--- config.mk ---
export PLATFORM = sky130hd
export DESIGN_NAME = sram_boundary_scan_tap
export DESIGN_NICKNAME = d
export VERILOG_FILES = /design/src/verilog/scan_port_pkg.sv /design/src/verilog/sram_boundary_scan_tap.sv
export SDC_FILE = /design/constraint.sdc
export NUM_CORES = 1
export LEC_CHECK = 0
export BUFFER_PORTS_ARGS = -buffer_cell sky130_fd_sc_hd__buf_2
export CORE_ASPECT_RATIO = 1.5
export CORE_UTILIZATION = 45
export DETAILED_ROUTE_END_ITERATION = 16
export PLACE_DENSITY = 0.73
export SLEW_MARGIN = 40
export SYNTH_ARGS = -nofsm -noshare
export SYNTH_HDL_FRONTEND = slang
export SYNTH_SLANG_ARGS = --single-unit
--- constraint.sdc ---
create_clock -name sys_clk -period 5.65 [get_ports sys_clk]
set_input_delay 1.4125 -clock sys_clk [delete_from_list [all_inputs] [get_ports sys_clk]]
set_output_delay 1.4125 -clock sys_clk [all_outputs]
set_load 0.02 [all_outputs]
--- src/verilog/scan_port_pkg.sv ---
// scan_port_pkg: constants and types shared by the scan test port
// assumes the test clock is sampled by a faster system clock
package scan_port_pkg;

    localparam int IR_W    = 3;
    localparam int ID_W    = 32;
    localparam int BSR_W   = 71;

    // instruction codes
    localparam logic [2:0] INS_CAPTURE_Z = 3'h0;
    localparam logic [2:0] INS_IDENT     = 3'h1;
    localparam logic [2:0] INS_SAMPLE_Z  = 3'h2;
    localparam logic [2:0] INS_SAMPLE    = 3'h4;
    localparam logic [2:0] INS_BYPASS    = 3'h7;

    localparam logic [1:0] IR_CAPTURE_PAT = 2'h1;
    localparam logic [2:0] IR_RESET_VAL   = INS_IDENT;

    // identity value is arbitrary; bit 0 marks the presence of the register
    localparam logic [31:0] ID_CODE_DEFAULT = 32'h1234_5679;

    typedef enum logic [3:0] {
        ST_RESET, ST_IDLE, ST_SEL_DR, ST_CAP_DR, ST_SH_DR, ST_EX1_DR, ST_PA_DR, ST_EX2_DR, ST_UPD_DR,
        ST_SEL_IR, ST_CAP_IR, ST_SH_IR, ST_EX1_IR, ST_PA_IR, ST_EX2_IR, ST_UPD_IR
    } tap_state_t;

    // serial test pins as seen by the device
    typedef struct packed {
        logic tck;
        logic tms;
        logic tdi;
    } scan_in_t;

    typedef struct packed {
        logic tdo;
        logic tdo_oe;
    } scan_out_t;

endpackage : scan_port_pkg

--- src/verilog/sram_boundary_scan_tap.sv ---
// sram_boundary_scan_tap: test access port of a pipelined sram (ir, bypass, id, boundary scan)
// assumes tck, tms, tdi come from an outside controller and are oversampled on sys_clk;
// tck must stay at most a quarter of sys_clk so both edges are seen
//
// Overview of operation
// - three-bit instruction register shifts from tdi toward tdo
// - reset and power-up load the identification instruction
// - capture-ir loads binary 01 into the two low bits
// - one-bit bypass register gives minimal path tdi to tdo
// - bypass instruction clears the bypass bit to zero
// - boundary instructions capture pin levels in capture-dr, shift in shift-dr
// - tdi enters msb, lsb drives tdo, for every register
// - identification instruction captures fixed 32-bit code, shifts it out
// - shifted instruction becomes active only at update-ir
// - all-zero instruction samples pins and forces memory outputs off
// - sample-outputs-off selects boundary register and forces memory outputs off
// - sample instruction snapshots pins without disturbing the memory
// - no preload: update-dr under sample changes nothing
// - scan logic drives no memory or pin data; it only forces memory outputs off
// - bypass instruction routes bypass bit during shift-dr
// - decode 000 capture-z, 001 ident, 010 sample-z, 100 sample, 111 bypass
// - tms high on five rising edges resets the port only
// - tms and tdi sampled on rising tck, tdo updated on falling
`timescale 1ns/1ps

module sram_boundary_scan_tap
    import scan_port_pkg::*;
#(
    parameter logic [31:0] ID_CODE = scan_port_pkg::ID_CODE_DEFAULT
) (
    // clock and reset
    input  wire logic                            sys_clk,
    input  wire logic                            rst_n,
    // test pins
    input  wire scan_port_pkg::scan_in_t         scan_in,
    output      scan_port_pkg::scan_out_t        scan_out,
    // memory pin levels to capture
    input  wire logic [scan_port_pkg::BSR_W-1:0] pin_levels,
    // memory output drivers forced off
    output      logic                            mem_out_hiz
);
    import scan_port_pkg::*;

    typedef struct packed {
        logic [1:0]       tck_s;
        logic [1:0]       tms_s;
        logic [1:0]       tdi_s;
        logic             tck_d;
        tap_state_t       st;
        logic [IR_W-1:0]  ir_sh;
        logic [IR_W-1:0]  ir;
        logic             byp;
        logic [ID_W-1:0]  id_sh;
        logic [BSR_W-1:0] bsr;
        logic             tdo;
        logic             tdo_oe;
        logic             hiz;
    } tap_regs_t;

    tap_regs_t q_r;
    tap_regs_t q_nxt;

    // next controller state for a given tms
    function automatic tap_state_t next_state(input tap_state_t s, input logic m);
        case (s)
            ST_RESET: begin
                if (m) begin
                    next_state = ST_RESET;
                end else begin
                    next_state = ST_IDLE;
                end
            end
            ST_IDLE: begin
                if (m) begin
                    next_state = ST_SEL_DR;
                end else begin
                    next_state = ST_IDLE;
                end
            end
            ST_SEL_DR: begin
                if (m) begin
                    next_state = ST_SEL_IR;
                end else begin
                    next_state = ST_CAP_DR;
                end
            end
            ST_CAP_DR: begin
                if (m) begin
                    next_state = ST_EX1_DR;
                end else begin
                    next_state = ST_SH_DR;
                end
            end
            ST_SH_DR: begin
                if (m) begin
                    next_state = ST_EX1_DR;
                end else begin
                    next_state = ST_SH_DR;
                end
            end
            ST_EX1_DR: begin
                if (m) begin
                    next_state = ST_UPD_DR;
                end else begin
                    next_state = ST_PA_DR;
                end
            end
            ST_PA_DR: begin
                if (m) begin
                    next_state = ST_EX2_DR;
                end else begin
                    next_state = ST_PA_DR;
                end
            end
            ST_EX2_DR: begin
                if (m) begin
                    next_state = ST_UPD_DR;
                end else begin
                    next_state = ST_SH_DR;
                end
            end
            ST_UPD_DR: begin
                if (m) begin
                    next_state = ST_SEL_DR;
                end else begin
                    next_state = ST_IDLE;
                end
            end
            ST_SEL_IR: begin
                if (m) begin
                    next_state = ST_RESET;
                end else begin
                    next_state = ST_CAP_IR;
                end
            end
            ST_CAP_IR: begin
                if (m) begin
                    next_state = ST_EX1_IR;
                end else begin
                    next_state = ST_SH_IR;
                end
            end
            ST_SH_IR: begin
                if (m) begin
                    next_state = ST_EX1_IR;
                end else begin
                    next_state = ST_SH_IR;
                end
            end
            ST_EX1_IR: begin
                if (m) begin
                    next_state = ST_UPD_IR;
                end else begin
                    next_state = ST_PA_IR;
                end
            end
            ST_PA_IR: begin
                if (m) begin
                    next_state = ST_EX2_IR;
                end else begin
                    next_state = ST_PA_IR;
                end
            end
            ST_EX2_IR: begin
                if (m) begin
                    next_state = ST_UPD_IR;
                end else begin
                    next_state = ST_SH_IR;
                end
            end
            ST_UPD_IR: begin
                if (m) begin
                    next_state = ST_SEL_DR;
                end else begin
                    next_state = ST_IDLE;
                end
            end
            default: begin
                next_state = ST_RESET;
            end
        endcase
    endfunction : next_state

    // boundary register is the data path for all three sampling instructions
    function automatic logic uses_bsr(input logic [IR_W-1:0] i);
        uses_bsr = (i == INS_CAPTURE_Z) || (i == INS_SAMPLE_Z) || (i == INS_SAMPLE);
    endfunction : uses_bsr

    logic tck_rise;
    logic tck_fall;
    logic tms_v;
    logic tdi_v;

    always_comb begin
        tck_rise = q_r.tck_s[1] & ~q_r.tck_d;
        tck_fall = ~q_r.tck_s[1] & q_r.tck_d;
        tms_v    = q_r.tms_s[1];
        tdi_v    = q_r.tdi_s[1];
        q_nxt    = q_r;
        // two-flop synchronisers; only stage 1 is read by logic
        q_nxt.tck_s = {q_r.tck_s[0], scan_in.tck};
        q_nxt.tms_s = {q_r.tms_s[0], scan_in.tms};
        q_nxt.tdi_s = {q_r.tdi_s[0], scan_in.tdi};
        q_nxt.tck_d = q_r.tck_s[1];

        if (tck_rise) begin
            // five high tms reach reset from any state
            q_nxt.st = next_state(q_r.st, tms_v);
            // entering reset loads ident
            // done on the entering edge so the fifth tms-high rise already restores the instruction
            if (q_nxt.st == ST_RESET) begin
                q_nxt.ir = IR_RESET_VAL;
            end
            case (q_r.st)
                ST_CAP_IR: begin
                    q_nxt.ir_sh = {q_r.ir[IR_W-1:2], IR_CAPTURE_PAT};
                end
                ST_SH_IR: begin
                    q_nxt.ir_sh = {tdi_v, q_r.ir_sh[IR_W-1:1]};
                end
                ST_CAP_DR: begin
                    if (q_r.ir == INS_BYPASS) begin
                        q_nxt.byp = 1'b0;
                    end
                    if (q_r.ir == INS_IDENT) begin
                        q_nxt.id_sh = ID_CODE;
                    end
                    if (uses_bsr(q_r.ir)) begin
                        q_nxt.bsr = pin_levels;
                    end
                end
                ST_SH_DR: begin
                    case (q_r.ir)
                        INS_IDENT:  q_nxt.id_sh = {tdi_v, q_r.id_sh[ID_W-1:1]};
                        INS_BYPASS: q_nxt.byp   = tdi_v;
                        default: begin
                            if (uses_bsr(q_r.ir)) begin
                                q_nxt.bsr = {tdi_v, q_r.bsr[BSR_W-1:1]};
                            end else begin
                                // reserved codes fall back to bypass
                                q_nxt.byp = tdi_v;
                            end
                        end
                    endcase
                end
                default: begin
                end
            endcase
        end

        if (tck_fall) begin
            // activate at update
            // falling edge inside update-ir, so the new instruction is live before the next rise
            if (q_r.st == ST_UPD_IR) begin
                q_nxt.ir = q_r.ir_sh;
            end
            q_nxt.tdo_oe = (q_r.st == ST_SH_IR) || (q_r.st == ST_SH_DR);
            if (q_r.st == ST_SH_IR) begin
                q_nxt.tdo = q_r.ir_sh[0];
            end else if (q_r.ir == INS_IDENT) begin
                q_nxt.tdo = q_r.id_sh[0];
            end else if (uses_bsr(q_r.ir)) begin
                q_nxt.tdo = q_r.bsr[0];
            end else begin
                q_nxt.tdo = q_r.byp;
            end
        end

        // outputs off; nothing else reaches the memory
        q_nxt.hiz = (q_r.ir == INS_CAPTURE_Z) || (q_r.ir == INS_SAMPLE_Z);
    end

    always_ff @(posedge sys_clk or negedge rst_n) begin
        if (!rst_n) begin
            q_r       <= '0;
            q_r.st    <= ST_RESET;
            q_r.ir    <= IR_RESET_VAL;
            q_r.ir_sh <= IR_RESET_VAL;
        end else begin
            q_r <= q_nxt;
        end
    end

    assign scan_out.tdo    = q_r.tdo;
    assign scan_out.tdo_oe = q_r.tdo_oe;
    assign mem_out_hiz     = q_r.hiz;

endmodule : sram_boundary_scan_tap
# After elaboration in Yosys (flattened, before gate mapping)
# Index checks and enable logic that the tools add are counted.
classes:
  muxes: 31
  n_eq_ne: 27
  reduce_logical: 16
  bitwise_logic: 4
ops:
  columns: ["op", "n"]
  rows:
  - ["71-bit two-way mux", 3]
  - ["104-bit case mux with 2 select lines", 1]
  - ["107-bit two-way mux", 1]
  - ["32-bit two-way mux", 2]
  - ["4-bit case mux with 12 select lines", 1]
  - ["4-bit == test, second input constant", 8]
  - ["4-bit two-way mux", 5]
  - ["4-bit by 3-bit == test with 1-bit output, second input constant", 4]
  - ["3-bit two-way mux", 5]
  - ["2-bit != test, second input constant", 7]
  - ["5-bit AND reduction", 2]
  - ["4-bit by 2-bit == test with 1-bit output, second input constant", 2]
  - ["4-bit logical NOT", 2]
  - ["1-bit two-way mux", 8]
  - ["3-bit == test, second input constant", 2]
  - ["2-bit two-way mux", 3]
  - ["3-bit case mux with 2 select lines", 1]
  - ["2-bit OR reduction", 3]
  - ["4-bit by 1-bit == test with 1-bit output, second input constant", 1]
  - ["4-bit AND reduction", 1]
  - ["2-bit nonzero test", 2]
  - ["3-bit by 1-bit == test with 1-bit output, second input constant", 1]
  - ["3-bit by 2-bit == test with 1-bit output, second input constant", 1]
  - ["3-bit logical NOT", 1]
  - ["other kinds (7)", 11]
totals:
  register_bits: 124
  in_bits: 76
  word_cells: 91

# Logic depth before layout (Yosys ltp)
logic_depth:
  word_depth: 9
  ltp_mapped: 8

# Least setup slack after synthesis
# Ideal clock, no wire load.
synth_path:
  kind: "register -> register"
  startpoint: "reg q_r[107] (netlist bit)"
  endpoint: "reg q_r[100] (netlist bit)"
  period_less_slack_ns: 1.937
  setup_time_ns: 0.121
  path_buffers: 4
  t_arrival_ns: 1.816
  required_ns: 5.529
  setup_slack_ns: 3.713
  path_stages_with_launch: 9
  path_cell_list: "dfstp_2 buf_4 inv_2 or3_1 buf_2 or2_1 buf_6 buf_6 a22o_1"
synth_via:
  elab_chain_cells: 3
  word_cells_on_any_way: 4
  classes_between: "3 x eq/ne; 1 x reduce/logical"
synth_rtl:
  columns: ["item", "line", "rtl"]
  rows:
  - ["start, declared", "sram_boundary_scan_tap.sv:60", "tap_regs_t q_r;"]
  - ["start signal, assigned", "sram_boundary_scan_tap.sv:280", "q_r <= q_nxt;"]
  - ["3-bit by 1-bit == test with 1-bit output (*)", "sram_boundary_scan_tap.sv:225, sram_boundary_scan_tap.sv:233", null]
  - ["2-bit != test (no source line)", null, null]
  - ["4-bit AND reduction (no source line) (*)", null, null]
# Mark *: on every way between the ends. The rest lies on a longest branch, timed or not.
# A chain may end at the register's enable or synchronous reset.

# Worst setup path in the final report
layout_path:
  startpoint: "reg q_r[115] (netlist bit)"
  endpoint: "reg q_r[27] (netlist bit)"
layout_via:
  elab_chain_cells: 3
  word_cells_on_any_way: 8
  classes_between: "5 x eq/ne; 1 x mux; 2 x reduce/logical"
layout_rtl:
  columns: ["item", "line", "rtl"]
  rows:
  - ["4-bit by 2-bit == test with 1-bit output / 4-bit by 3-bit == test with 1-bit output (equally long branches)", "sram_boundary_scan_tap.sv:214", "case (q_r.st)"]
  - ["2-bit != test (no source line) / 2-bit nonzero test (equally long branches)", null, null]
  - ["5-bit AND reduction (no source line)", null, null]
# Several ways; a longest one is shown, not always the timed one.

==> metrics list <==
* Most common flop cell mapped by yosys: dfrtp_1
- Area growth from synthesis to final layout: 18.8%
* Gate count of the mapped netlist: 502
- Buffers inserted during post-CTS setup optimization: 0
* Worst vdd ir: 0.283 mV
- CP Data Arrival Time: 3.07 ns
- Measured along the y axis, the die boundary spans 137 µm.
- Transition time of the tightest slew-check pin: 0.813 ns
- For this run, the total global-route usage over all layers was measured as 18.2%.
* Number of synthesized register bits: 124
- The internal power of the cells totals 2420 µW.
* Number of nets produced by synthesis: 578
- Dividing the synthesized area by the synthesized cell count gives 10.9 µm².
- The clock network accounts for 33.5% of the total power.
* Final Power: 3420 µW
- Sequential fraction of design power: 44.1%
- Quantity of I/O buffers inserted on ports: 78
- Hold Slack: 0.353 ns
- Detailed-route wire length per cell: 14.6 µm
* Via/cell ratio: 5.35
- The signal on the critical path passes through inv_1, nor3_2, buf_4, buf_4, mux2i_1, o21ai_0.
- For this run the aggregate overflow at the end of global routing stands at 0.
* Combinational power share: 22.4%
- For this run, the register share of the synthesized area comes to 56.6%.
- The layout has 1015 filler cells.
- At the end of routability-driven placement, the weighted congestion stood at 0.768.
- Minimum clock period after layout: 2.83 ns
- Worst skew pair latency: 0.41 ns
* Nature of the critical path endpoint: flip-flop
* # rows: 49
- Number of global-route vias before repair: 4013
- Warnings from Yosys: 0
- Remaining antenna violation count after routing: 0
* Critical-path top delay cell: buf_4
* Drc violations: 0
* Effective utilization at floorplan: 45.9%
- Worst-case headroom to the max-slew limit: 45.8%
- The final-report hold violation count came to 0.
- Top cell by count, worst path: buf_4
- The net count of the finished layout is 640.
- The core region is 0.0120 mm².
- Total negative slack: 0 ns
* Clock tree from TritonCTS: yes
* Clock buffer count from CTS: 17
* Clk pin slew, worst setup/hold paths: 0.05 ns
- The worst setup path is of the reg -> reg kind.
- Including well taps, the total number of placed cells is 698.
- Worst Setup Start Kind: flip-flop
* Total count of max-transition violations in the final report: 0
- The first global-routing pass estimated 18200 µm of wire.
* Post-Layout Cell Count: 729
* Setup repair after global routing missed its margin: no
- No sink is reached through more buffers than the 2 on the longest clock path.
* Most common library cells after synthesis: 122 x dfrtp_1, 81 x nand2_1, 81 x o21ai_0
* Cell leakage power: 0.00298 µW
- In this run the worst path has a maximum fanout of 50.
- Leading post-synthesis cells by cell area: dfrtp_1 56%, mux2i_1 13%, o21ai_0 7.4%, nand2_1 5.5%, a22o_1 3.2%
- Number of buffers and inverters on the critical path: 3
- Post-synthesis instance area: 0.00549 mm²
- Number of sinks on the clock net: 124
- Setup violations, final: 0
* Die area: 0.0127 mm²
- Chip width: 92.2 µm
* Wire length reported by the detailed router: 10700 µm
- The wire-length estimate of the detail-placed layout is 7010 µm.
* Period utilization: 50.1%
- Total of hold buffers inserted after clock tree synthesis: 0
- Master cell of the clock root buffer: clkbuf_16
* Required time of the worst setup path: 5.89 ns
- Final worst setup slack: 2.82 ns
* Number of top-level pins: 79
- Areal power density over the cells: 525 mW/mm²
- Total via count after detailed routing: 3902
* Antenna violations before repair: 0
- Worst Clk Skew: 0.00904 ns
- Detailed-routing iteration count for the pre-antenna-repair pass: 4
* Count of different cell masters after synthesis: 43
- In this run, post-CTS repair resized a total of 0 instances.
- The run finished with clean final reports.
* ANT cells: 0
- The detailed router finished its first iteration with 184 violations.
- The H-tree was split into 4 levels.
- Async S/R FF share, synth: 100%
- Yosys mapped a number of flops with a built-in enable equal to 0.
- In this run the worst hold path is classified as reg -> reg.
* Count leader, synth: dfrtp_1
* Place WS: 2.83 ns
- Switching Share: 29.3%
* Max Cap Violations: 0
- Entering global routing, the biggest net connects 143 pins.
* CP delay by family, top: buffers and inverters
- Across the whole layout, storage elements account for 0.00311 mm².
- Timing would allow up to 353 MHz.
- Reported net switching power: 1000 µW
* Fraction of synthesized cell area taken by the top area cell type: 55.6%
* Fraction of layout cells with a size suffix above 1: 20.8%
- In the final layout, the multi-input gates occupy 0.00214 mm².
- The biggest area contributor in the post-synthesis netlist is dfrtp_1.
- Maximum cell stage delay along the critical path: 0.71 ns
## final timing paths
path / startpoint / endpoint / slack, ns / cells after the start
min reg2reg: q_nxt[123] / q_nxt[117] / 0.35 / 0
min: q_nxt[123] / q_nxt[117] / 0.35 / 0
max in group asynchronous: rst_n / q_r[90] / 3.55 / 2
max: q_r[115] / q_r[27] / 2.82 / 6
min in group asynchronous: rst_n / q_r[114] / 1.02 / 1
max reg2reg: q_r[115] / q_r[27] / 2.82 / 6
## power by group through the flow
stage	clock, µW	combinational [µW]	sequential [µW]
after floorplan	0	679	1420
after global routing	1200	879	1560
after global placement	0	728	1500
after CTS	1160	778	1510
after detailed placement	0	774	1520
final	1150	766	1510
## logic make-up after synthesis
family                 after synthesis  synth area share (%)
flip-flops                         124                  56.6
multiplexers                        73                  13.3
AO/OA/AOI/OAI                      142                  16.1
AND/OR/NAND/NOR                    116                  9.21
buffers and inverters               46                  4.72
XOR/XNOR                             1                 0.160
## registers in the layout, summed over array words and instances, names as in the netlist
| register | count |
|---|---|
| q_r | 117 |
| mem_out_hiz | 1 |
| scan_out | 2 |
| q_nxt | 4 |
## stage by stage
step                util, %  cell area [µm²]
CTS                    54.6             6520
floorplan                 -             5490
global route           54.6             6530
global placement       49.2             5890
detailed placement     49.3             5900
finish                 54.6             6530
## area by class of cell
cell class              count  share of cell area (%)
flip-flops and latches    124                    47.6
multi-input cells         332                    32.8
clock buffers              24                    7.54
repair buffers             82                    6.63
well taps                 153                    2.93
clock inverters             7                    2.07
inverters                   7                   0.403
## placed cells by master, fill, tap and decap left out, types with 4 or more instances in the layout
cell and n:
bufinv_16 4, buf_2 77, a21oi_1 11, o21ai_0 81
mux2i_1 73, clkbuf_16 17, o22a_1 14, clkbuf_8 5
inv_1 6, nand2_1 80, dfrtp_1 122, nor2_1 12
a22o_1 20
## routing by layer
metal  routed length, µm  GRT usage [%]
met5                   0              0
met4                 120           7.03
met3                 479           5.85
met2                5490           30.6
met1                4580           21.7
Note: power is estimated with default switching activity, not from simulation.
